File: src/shared/sgc_pkg.sv
// Purpose: Shared constants and types for the supply guard / periodic timer / pin request block
// Assumes: 8-bit register port, one clock at 125 MHz
// Notes: Register offsets are local to this block
package sgc_pkg;
  // Register offsets
  localparam logic [2:0] OFF_PIN_CTRL = 3'h0;
  localparam logic [2:0] OFF_PWR_ONE = 3'h1;
  localparam logic [2:0] OFF_PWR_TWO = 3'h2;
  localparam logic [2:0] OFF_TIMER_CTRL = 3'h3;
  localparam logic [2:0] OFF_RESET_CAUSE = 3'h4;
  localparam logic [2:0] OFF_HALT_CMD = 3'h5;
  // Pin request register fields
  localparam int PIN_POL_BIT = 5;
  localparam int PIN_FEN_BIT = 4;
  localparam int PIN_FLAG_BIT = 3;
  localparam int PIN_ACK_BIT = 2;
  localparam int PIN_IEN_BIT = 1;
  localparam int PIN_MODE_BIT = 0;
  // Power control one fields
  localparam int PWR1_FLAG_BIT = 7;
  localparam int PWR1_ACK_BIT = 6;
  localparam int PWR1_IEN_BIT = 5;
  localparam int PWR1_RST_EN_BIT = 4;
  localparam int PWR1_GUARD_BIT = 3;
  // Power control two fields
  localparam int PWR2_WARN_BIT = 7;
  localparam int PWR2_OSC_HALT_BIT = 1;
  localparam int PWR2_RANGE_BIT = 0;
  // Timer control fields
  localparam int TMR_FLAG_BIT = 7;
  localparam int TMR_ACK_BIT = 6;
  localparam int TMR_SRC_BIT = 5;
  localparam int TMR_IEN_BIT = 4;
  // Reset cause fields
  localparam int CAUSE_PWRUP_BIT = 7;
  localparam int CAUSE_LOW_BIT = 1;
  // Halt command codes
  localparam logic [1:0] HALT_FULL = 2'h1;
  localparam logic [1:0] HALT_DEEP = 2'h2;
  localparam logic [1:0] HALT_PART = 2'h3;
  // Reset values
  localparam logic [7:0] PIN_CTRL_RST = 8'h00;
  localparam logic [2:0] PERIOD_RST = 3'h0;
  // Time base: divider counts per period step
  localparam int CLK_MHZ = 125;
  localparam int BASE_TICK_US = 1;
  localparam int BASE_TICK_CYC = BASE_TICK_US * CLK_MHZ;
  localparam int TICK_W = 16;
  // Operating modes, Gray along run -> wait -> halts
  typedef enum logic [2:0] {
    SGC_RUN = 3'b000,
    SGC_WAIT = 3'b001,
    SGC_PART = 3'b011,
    SGC_DEEP = 3'b010,
    SGC_FULL = 3'b110
  } sgc_mode_t;
  typedef struct packed {
    logic [2:0] addr;
    logic [7:0] wdata;
    logic wr;
    logic rd;
  } sgc_bus_t;
  typedef struct packed {
    logic below_detect;
    logic below_warn;
    logic below_rearm;
  } sgc_supply_t;
endpackage

File: src/rtl/sgc_top.sv
// Purpose: Supply guard, periodic wake-up timer and external pin request control
// Assumes: Detector levels and pin are asynchronous; sys_rst_i is the power-up reset
// Notes: Other reset kinds arrive as a synchronous pulse on other_rst_i with no cause code
`timescale 1ns/1ns
`default_nettype none
module sgc_top (
  // Clock and reset
  input wire logic mclk_i,
  input wire logic sys_rst_i,
  // Other reset kinds: one-cycle pulse
  input wire logic other_rst_i,
  // Register port
  input wire logic [2:0] reg_addr_i,
  input wire logic [7:0] reg_wdata_i,
  input wire logic reg_wr_i,
  input wire logic reg_rd_i,
  output logic [7:0] reg_rdata_o,
  // CPU status
  input wire logic halt_exec_i,
  input wire logic [1:0] halt_kind_i,
  input wire logic wake_i,
  // Analog detectors and clocks
  input wire logic below_detect_i,
  input wire logic below_warn_i,
  input wire logic below_rearm_i,
  input wire logic ext_tick_i,
  input wire logic int_tick_i,
  // External pin
  input wire logic pin_i,
  // Outputs
  output logic pin_pull_en_o,
  output logic pin_pull_down_o,
  output logic pin_irq_o,
  output logic low_supply_irq_o,
  output logic periodic_irq_o,
  output logic wake_o,
  output logic sys_reset_o,
  output logic guarded_o,
  output logic [2:0] mode_o
);
  sgc_pkg::sgc_bus_t bus;
  sgc_pkg::sgc_supply_t sup;
  sgc_pkg::sgc_mode_t mode;
  sgc_pkg::sgc_mode_t next_mode;
  logic pin_s;
  logic pin_prev;
  logic ext_s;
  logic ext_prev;
  logic int_s;
  logic int_prev;
  logic det_s;
  logic warn_s;
  logic rearm_s;
  // Registers
  logic pin_pol;
  logic pin_fen;
  logic pin_flag;
  logic pin_ien;
  logic pin_mode;
  logic low_supply_reset_enable;
  logic rst_en_written;
  logic low_supply_irq_enable;
  logic low_supply_flag;
  logic guard_bit;
  logic osc_halt_en;
  logic osc_range;
  logic tmr_flag;
  logic tmr_ien;
  logic tmr_src_int;
  logic [2:0] period_sel;
  logic cause_pwrup;
  logic cause_low;
  logic low_hold;
  logic guarded;
  logic [sgc_pkg::TICK_W-1:0] base_cnt;
  logic [15:0] period_cnt;
  // Decodes
  assign bus = '{addr: reg_addr_i, wdata: reg_wdata_i, wr: reg_wr_i, rd: reg_rd_i};
  assign sup = '{below_detect: det_s, below_warn: warn_s, below_rearm: rearm_s};
  wire wr_pin = bus.wr && (bus.addr == sgc_pkg::OFF_PIN_CTRL);
  wire wr_pwr1 = bus.wr && (bus.addr == sgc_pkg::OFF_PWR_ONE);
  wire wr_pwr2 = bus.wr && (bus.addr == sgc_pkg::OFF_PWR_TWO);
  wire wr_tmr = bus.wr && (bus.addr == sgc_pkg::OFF_TIMER_CTRL);
  // Guard bit only matters in interrupt configuration; it blocks requests only while below re-arm
  wire guard_eff = guard_bit && !low_supply_reset_enable;
  wire block_all = guard_eff && sup.below_rearm;
  // Pin detection
  wire pin_asserted = pin_fen && (pin_pol ? pin_s : !pin_s);
  wire prev_asserted = pin_pol ? pin_prev : !pin_prev;
  wire pin_edge = pin_fen && pin_asserted && !prev_asserted;
  wire pin_level = pin_mode && pin_asserted;
  wire pin_ack = wr_pin && bus.wdata[sgc_pkg::PIN_ACK_BIT];
  // Set wins over acknowledge; level mode re-sets while asserted
  wire next_pin_flag = pin_edge || pin_level || (pin_flag && !pin_ack);
  // Low-supply detection
  wire low_ack = wr_pwr1 && bus.wdata[sgc_pkg::PWR1_ACK_BIT];
  wire next_low_flag = sup.below_detect || (low_supply_flag && !low_ack);
  wire low_reset_req = sup.below_detect && low_supply_reset_enable && !block_all;
  // Periodic timer clock choice by mode
  wire use_int = (mode == sgc_pkg::SGC_DEEP) ||
                 ((mode == sgc_pkg::SGC_PART) && tmr_src_int);
  wire tmr_run = (period_sel != 3'h0) && (mode != sgc_pkg::SGC_FULL);
  wire src_edge = use_int ? (int_s && !int_prev) : (ext_s && !ext_prev);
  wire [15:0] period_len = 16'h0001 << (5'd3 * {2'b00, period_sel});
  wire tmr_done = tmr_run && src_edge && (period_cnt + 16'h0001 >= period_len);
  wire tmr_ack = wr_tmr && bus.wdata[sgc_pkg::TMR_ACK_BIT];
  wire next_tmr_flag = tmr_done || (tmr_flag && !tmr_ack);
  // Mode sequencing
  always_comb begin
    next_mode = mode;
    case (mode)
      sgc_pkg::SGC_RUN: begin
        if (halt_exec_i) begin
          case (halt_kind_i)
            sgc_pkg::HALT_FULL: next_mode = sgc_pkg::SGC_FULL;
            sgc_pkg::HALT_DEEP: next_mode = sgc_pkg::SGC_DEEP;
            sgc_pkg::HALT_PART: next_mode = sgc_pkg::SGC_PART;
            default: next_mode = sgc_pkg::SGC_WAIT;
          endcase
        end
      end
      sgc_pkg::SGC_WAIT, sgc_pkg::SGC_PART, sgc_pkg::SGC_DEEP, sgc_pkg::SGC_FULL: begin
        if (wake_o) begin
          next_mode = sgc_pkg::SGC_RUN;
        end
      end
      default: next_mode = sgc_pkg::SGC_RUN;
    endcase
  end
  // Synchronisers
  sgc_sync3 u_sync_pin (.mclk_i(mclk_i), .sys_rst_i(sys_rst_i), .async_i(pin_i), .sync_o(pin_s));
  sgc_sync3 u_sync_ext (.mclk_i(mclk_i), .sys_rst_i(sys_rst_i), .async_i(ext_tick_i), .sync_o(ext_s));
  sgc_sync3 u_sync_int (.mclk_i(mclk_i), .sys_rst_i(sys_rst_i), .async_i(int_tick_i), .sync_o(int_s));
  sgc_sync3 u_sync_det (.mclk_i(mclk_i), .sys_rst_i(sys_rst_i), .async_i(below_detect_i), .sync_o(det_s));
  sgc_sync3 u_sync_wrn (.mclk_i(mclk_i), .sys_rst_i(sys_rst_i), .async_i(below_warn_i), .sync_o(warn_s));
  sgc_sync3 u_sync_rea (.mclk_i(mclk_i), .sys_rst_i(sys_rst_i), .async_i(below_rearm_i), .sync_o(rearm_s));
  // Pin register and detector
  always_ff @(posedge mclk_i or posedge sys_rst_i) begin
    if (sys_rst_i) begin
      {pin_pol, pin_fen, pin_ien, pin_mode} <= 4'h0;
      pin_flag <= 1'b0;
      pin_prev <= 1'b0;
    end else if (sys_reset_o) begin
      {pin_pol, pin_fen, pin_ien, pin_mode} <= 4'h0;
      pin_flag <= 1'b0;
      pin_prev <= pin_s;
    end else begin
      pin_prev <= pin_s;
      pin_flag <= next_pin_flag;
      if (wr_pin) begin
        pin_pol <= bus.wdata[sgc_pkg::PIN_POL_BIT];
        pin_fen <= bus.wdata[sgc_pkg::PIN_FEN_BIT];
        pin_ien <= bus.wdata[sgc_pkg::PIN_IEN_BIT];
        pin_mode <= bus.wdata[sgc_pkg::PIN_MODE_BIT];
      end
    end
  end
  // Supply guard registers
  always_ff @(posedge mclk_i or posedge sys_rst_i) begin
    if (sys_rst_i) begin
      low_supply_reset_enable <= 1'b1;
      rst_en_written <= 1'b0;
      low_supply_irq_enable <= 1'b0;
      low_supply_flag <= 1'b0;
      guard_bit <= 1'b0;
      osc_halt_en <= 1'b0;
      osc_range <= 1'b0;
      cause_pwrup <= 1'b1;
      cause_low <= 1'b1;
      low_hold <= 1'b0;
      guarded <= 1'b0;
    end else begin
      // Hold reset until the detector reports recovery
      if (low_reset_req) begin
        low_hold <= 1'b1;
        cause_pwrup <= 1'b0;
        cause_low <= 1'b1;
      end else if (!sup.below_detect) begin
        low_hold <= 1'b0;
      end
      if (other_rst_i && !block_all) begin
        cause_pwrup <= 1'b0;
        cause_low <= 1'b0;
      end
      if (sys_reset_o) begin
        // Reset enable survives non power-up resets
        rst_en_written <= 1'b0;
        low_supply_irq_enable <= 1'b0;
        low_supply_flag <= 1'b0;
        guard_bit <= 1'b0;
        guarded <= 1'b0;
      end else begin
        low_supply_flag <= next_low_flag;
        if (wr_pwr1) begin
          low_supply_irq_enable <= bus.wdata[sgc_pkg::PWR1_IEN_BIT];
          guard_bit <= bus.wdata[sgc_pkg::PWR1_GUARD_BIT];
          if (!rst_en_written) begin
            low_supply_reset_enable <= bus.wdata[sgc_pkg::PWR1_RST_EN_BIT];
            rst_en_written <= 1'b1;
          end
        end
        if (wr_pwr2) begin
          osc_halt_en <= bus.wdata[sgc_pkg::PWR2_OSC_HALT_BIT];
          osc_range <= bus.wdata[sgc_pkg::PWR2_RANGE_BIT];
        end
        if (halt_exec_i && (mode == sgc_pkg::SGC_RUN) && guard_eff && low_supply_flag) begin
          guarded <= 1'b1;
        end else if (wake_o) begin
          guarded <= 1'b0;
        end
      end
    end
  end
  // Periodic timer
  always_ff @(posedge mclk_i or posedge sys_rst_i) begin
    if (sys_rst_i) begin
      {tmr_ien, tmr_src_int, tmr_flag} <= 3'h0;
      period_sel <= sgc_pkg::PERIOD_RST;
      period_cnt <= 16'h0000;
      ext_prev <= 1'b0;
      int_prev <= 1'b0;
      mode <= sgc_pkg::SGC_RUN;
    end else if (sys_reset_o) begin
      {tmr_ien, tmr_src_int, tmr_flag} <= 3'h0;
      period_sel <= sgc_pkg::PERIOD_RST;
      period_cnt <= 16'h0000;
      mode <= sgc_pkg::SGC_RUN;
    end else begin
      ext_prev <= ext_s;
      int_prev <= int_s;
      mode <= next_mode;
      tmr_flag <= next_tmr_flag;
      if (!tmr_run || tmr_done) begin
        period_cnt <= 16'h0000;
      end else if (src_edge) begin
        period_cnt <= period_cnt + 16'h0001;
      end
      if (wr_tmr) begin
        tmr_src_int <= bus.wdata[sgc_pkg::TMR_SRC_BIT];
        tmr_ien <= bus.wdata[sgc_pkg::TMR_IEN_BIT];
        period_sel <= bus.wdata[2:0];
      end
    end
  end
  // Register reads, one cycle after the strobe
  wire [7:0] rd_pin = {2'b00, pin_pol, pin_fen, pin_flag, 1'b0, pin_ien, pin_mode};
  wire [7:0] rd_pwr1 = {low_supply_flag, 1'b0, low_supply_irq_enable, low_supply_reset_enable,
                        guard_bit, 3'h0};
  wire [7:0] rd_pwr2 = {sup.below_warn, 5'h00, osc_halt_en, osc_range};
  wire [7:0] rd_tmr = {tmr_flag, 1'b0, tmr_src_int, tmr_ien, 1'b0, period_sel};
  wire [7:0] rd_cause = {cause_pwrup, 5'h00, cause_low, 1'b0};
  wire [7:0] rd_mux = (bus.addr == sgc_pkg::OFF_PIN_CTRL) ? rd_pin :
                      (bus.addr == sgc_pkg::OFF_PWR_ONE) ? rd_pwr1 :
                      (bus.addr == sgc_pkg::OFF_PWR_TWO) ? rd_pwr2 :
                      (bus.addr == sgc_pkg::OFF_TIMER_CTRL) ? rd_tmr :
                      (bus.addr == sgc_pkg::OFF_RESET_CAUSE) ? rd_cause : 8'h00;
  always_ff @(posedge mclk_i or posedge sys_rst_i) begin
    if (sys_rst_i) begin
      reg_rdata_o <= 8'h00;
    end else begin
      reg_rdata_o <= bus.rd ? rd_mux : 8'h00;
    end
  end
  // Outputs: every request is gated by the guarded block
  assign pin_pull_en_o = pin_fen;
  assign pin_pull_down_o = pin_fen && pin_pol;
  assign pin_irq_o = pin_ien && pin_flag && !block_all;
  assign low_supply_irq_o = low_supply_flag && low_supply_irq_enable &&
                            !low_supply_reset_enable && !block_all;
  assign periodic_irq_o = tmr_flag && tmr_ien && !block_all;
  assign wake_o = (mode != sgc_pkg::SGC_RUN) && !block_all &&
                  (wake_i || pin_irq_o || periodic_irq_o || low_supply_irq_o);
  assign sys_reset_o = low_hold || (other_rst_i && !block_all);
  assign guarded_o = guarded;
  assign mode_o = mode;
endmodule
`default_nettype wire

File: src/rtl/sgc_sync3.sv
// Purpose: Three-stage synchroniser with agreement filter
// Assumes: Input is asynchronous to mclk_i
// Notes: Output changes only when stages two and three agree
`timescale 1ns/1ns
`default_nettype none
module sgc_sync3 (
  // Clock and reset
  input wire logic mclk_i,
  input wire logic sys_rst_i,
  // Data
  input wire logic async_i,
  output logic sync_o
);
  logic s1;
  logic s2;
  logic s3;
  always_ff @(posedge mclk_i or posedge sys_rst_i) begin
    if (sys_rst_i) begin
      s1 <= 1'b0;
      s2 <= 1'b0;
      s3 <= 1'b0;
      sync_o <= 1'b0;
    end else begin
      s1 <= async_i;
      s2 <= s1;
      s3 <= s2;
      if (s2 == s3) begin
        sync_o <= s3;
      end
    end
  end
endmodule
`default_nettype wire

File: config.mk
export PLATFORM = sky130hd
export DESIGN_NAME = sgc_top
export DESIGN_NICKNAME = d
export VERILOG_FILES = /design/src/shared/sgc_pkg.sv /design/src/rtl/sgc_top.sv /design/src/rtl/sgc_sync3.sv
export SDC_FILE = /design/constraint.sdc
export NUM_CORES = 1
export LEC_CHECK = 0
export ABC_AREA = 1
export BUFFER_PORTS_ARGS = -buffer_cell sky130_fd_sc_hd__buf_2
export CORE_MARGIN = 1.5
export CORE_UTILIZATION = 36
export CTS_CLUSTER_DIAMETER = 100
export CTS_CLUSTER_SIZE = 8
export DETAILED_ROUTE_END_ITERATION = 10
export PLACE_DENSITY = 0.6
export SLEW_MARGIN = 15
export SYNTH_ARGS = -nofsm -noshare
export SYNTH_HDL_FRONTEND = slang
export SYNTH_SLANG_ARGS = --single-unit
File: constraint.sdc
create_clock -name mclk_i -period 2.45 [get_ports mclk_i]
set_clock_uncertainty 0.1 [all_clocks]
set_input_delay 0.1225 -clock mclk_i [delete_from_list [all_inputs] [get_ports mclk_i]]
set_output_delay 0.1225 -clock mclk_i [all_outputs]
set_load 0.05 [all_outputs]
==> impl_metrics.json <==
{
  "run_status": "complete, no violations",
  "final-max-slew-violation-count": 0,
  "cts_clock_pin_slew_for_the_worst_setup_and_hold_paths_ns": 0.09,
  "max_freq_ghz": 0.413,
  "core_area_um2": 9860,
  "syn-mean-instance-area_um2": 8.50,
  "post-route-cell-area_um2": 4790,
  "worst_hold_slack_ns": 0.0566,
  "first_global_vias": 3070,
  "worst_path_largest_cell_delay_ns": 0.41,
  "power.leakage_uw": 0.00226,
  "clkSinkCount": 75,
  "post_place_cell_area_um2": 4210,
  "ys.flop_type": "dfrtp_1",
  "switching_share_pct": 28.5,
  "logic_pwr_share_pct": 12.7,
  "path_class": "flop to flop",
  "power_frac_clock_pct": 36.9,
  "detailroute.via_count": 3243,
  "start_kind": "flop",
  "grt_antenna_before_repair": 0,
  "fp.dieArea_um2": 10900,
  "routed_wirelength_um": 8890,
  "peak_supply_drop_mv": 0.264,
  "floorplan.rows": 36,
  "cp-end-kind": "flop",
  "postSynthNetCount": 469,
  "grt_setup_unrepaired": "true",
  "seq_power_share_pct": 50.4,
  "post_route_cells_drive_above_1_share_pct": 27.3,
  "total_power_uw": 2690,
  "seq_area_frac_synth_pct": 51.0,
  "path_max_fanout": 8,
  "finalHoldViolations": 0,
  "grt_usage_pct": 17.0,
  "hp-class": "input port to flop",
  "final-setup-viol-count": 0,
  "num_antenna_cells": 0,
  "synth.cell_area_um2": 3690,
  "clock_tree.htree_level_count": 3,
  "power.density_cell_area_nw_per_um2": 562,
  "netlist.top_cell.by_area": "dfrtp_1",
  "synthesis.instances": 434,
  "period_share_pct": 98.9,
  "cts-root-to-sink-buffers": 2,
  "dieWidth_um": 104,
  "final_nets": 568,
  "synth.top_cell.area_share_pct": 48.8,
  "crit_arrival_ns": 2.56,
  "detailedPlacementHpwl_um": 6080,
  "ys_warn_count": 0,
  "start_util_pct": 37.4,
  "synth-async-reset-ratio_pct": 100,
  "place.gp.congestion": 0.893,
  "syn_to_final_growth_pct": 29.9,
  "largest_net_degree_at_the_start_of_global_routing": 66,
  "intPower_uw": 1930,
  "ys_top_cells_by_area": "dfrtp_1 49%, nand2_1 9.5%, inv_1 6.2%",
  "filler_cell_count": 949,
  "timing.critical_path.cells": "nand2_1, nor2_2, nand4_1, nor2_2, xor2_2, ha_1, nand2_1, inv_1, nand3_2, nor2_4, nand3_2, nand3_2, nand2_4, nand2_8, nor2_2",
  "timing.final.crit_period_ns": 2.42,
  "ant_nets": 0,
  "boundaryPins": 45,
  "drt_first_pass_iters": 5,
  "clock_insertion_delay_worst_skew_ns": 0.35,
  "ys_seq_elements": 75,
  "route.detailed.drc": 0,
  "overflow": 0,
  "cts-buffers-inserted": 9,
  "die_height_um": 104,
  "buffer_cell_driving_the_clock_tree_root": "clkbuf_8",
  "port_buffers": 42,
  "worstPathRequired_ns": 2.59,
  "power.switching_uw": 767,
  "drt_iter0_markers": 195,
  "synth_edf_count": 0,
  "wl_per_cell_um": 13.2,
  "slowest_stage": "dfrtp_1",
  "timing.max_cap.violations": 0,
  "grt_pass1_wl_um": 14600,
  "via_per_inst": 4.83,
  "clock_tree_from_tritoncts": "done",
  "synthDistinctLibCells": 36
}
-- cell usage after synthesis, types with 3 or more instances --
| library cell | number |
|---|---|
| o21ai_0 | 22 |
| xor2_1 | 6 |
| maj3_1 | 6 |
| nand4_1 | 9 |
| o211ai_1 | 3 |
| nand2_1 | 93 |
| a22oi_1 | 5 |
| o22ai_1 | 4 |
| inv_1 | 61 |
| nand2_2 | 3 |
| nand3_1 | 23 |
| dfstp_2 | 3 |
| nor2_4 | 5 |
| nor3_1 | 3 |
| nor2_1 | 56 |
| nor2_2 | 12 |
| a21oi_1 | 13 |
| ha_1 | 9 |
| dfrtp_1 | 72 |
-- layout make-up --
cell class	count	area, um^2	share of cell area, %
Multi-Input combinational cell	291	1660	34.5
Clock buffer	10	138	2.87
Inverter	63	236	4.93
Clock inverter	6	70.1	1.46
Timing Repair Buffer	93	647	13.5
Sequential cell	75	1880	39.2
Tap cell	133	166	3.47
-- layout by cell type, fill, tap and decap left out, drive strengths merged, types with 2 or more instances in the layout --
cell and n:
dfrtp 72, mux2 2, a31oi 2, xor2 6, inv 65, nor2 73
o21ai 24, nand3 24, xnor2 2, clkbuf 10, dlygate4sd3 15, dfstp 3
ha 9, a21oi 13, maj3 6, a22oi 5, o22ai 4, nand2 98
clkinvlp 3, a221oi 2, nor3 3, a211oi 2, o211ai 3, nand4 9
buf 78
-- power by group through the flow --
stage	combinational, uW	clock (uW)	sequential [uW]
final	343	994	1360
after global routing	377	1080	1370
after CTS	342	1030	1360
after detailed placement	319	0	1380
after global placement	316	0	1380
after floorplan	192	0	1400
-- worst paths after layout --
check | from | to | slack (ns) | cells past startpoint
worst max-delay path | period_cnt[9]$_DFFE_PP0P_ | period_cnt[7]$_DFFE_PP0P_ | 0.03 | 15
worst min-delay path | reg_wdata_i[6] | low_supply_flag$_DFF_PP0_ | 0.06 | 4
worst max register to register | period_cnt[9]$_DFFE_PP0P_ | period_cnt[7]$_DFFE_PP0P_ | 0.03 | 15
worst min register to register | u_sync_ext.s1$_DFF_PP0_ | u_sync_ext.s2$_DFF_PP0_ | 0.25 | 0
max in group asynchronous | sys_rst_i | low_supply_reset_enable$_DFFE_PP1P_ | 1.44 | 4
min in group asynchronous | sys_rst_i | period_cnt[6]$_DFFE_PP0P_ | 0.16 | 3
-- sequential cells by signal, indices dropped and copies added, names as in the netlist, 3 cells and up --
signal / flops
period_cnt: 16
reg_rdata_o: 7
mode_o: 3
period_sel: 3
-- repair_timing --
item                                    CTS  global route
setup buffers                             4             9
endpoints found under the hold margin    94             0
endpoints found under the setup margin   16            17
pin swaps                                10             9
hold buffers                             15             0
gates cloned                              1             0
resized for setup                        10            17
-- through the flow --
stage	utilization, %	worst slack [ns]	cells	setup TNS (ns)
3_5_place_dp	42.7	-0.0645	626	-0.630
5_1_grt	48.6	-0.162	671	-2.52
2_1_floorplan	-	0.0176	434	0
3_3_place_gp	42.7	-0.0155	626	-0.0972
4_1_cts	47.2	0.00668	662	0
6_report	48.6	0.0270	671	0
-- cells by family (layout without fill, tap and decap cells) --
kind of cell / after synthesis / in the layout / share of synthesized area (%)
DFF: 75 / 75 / 51.0
AOI/OAI and AO/OA: 57 / 57 / 8.99
xor gates and xnor gates: 8 / 8 / 1.90
buffers and inverters: 69 / 172 / 7.70
and+or+nand+nor: 207 / 208 / 25.1
adders and majority gates: 15 / 15 / 4.68
muxes: 2 / 2 / 0.610
other: 1 / 1 / 0.102
-- critical path: cells and delay by family (launching register included) --
kind	cells	cell delay, ns
flops	1	0.41
xor+xnor	1	0.10
buf+inv	1	0.06
fa+ha+maj	1	0.30
simple gates	12	1.32
-- routing by layer --
metal | track usage (%) | up-vias | share of wire, %
li1 | - | 1589 | -
met1 | 23.9 | 1562 | 48
met2 | 26.1 | 86 | 46
met3 | 3.76 | 6 | 5.0
met4 | 5.65 | 0 | 1.1
met5 | 0 | - | 0
Note: power is estimated with default switching activity, not from simulation.
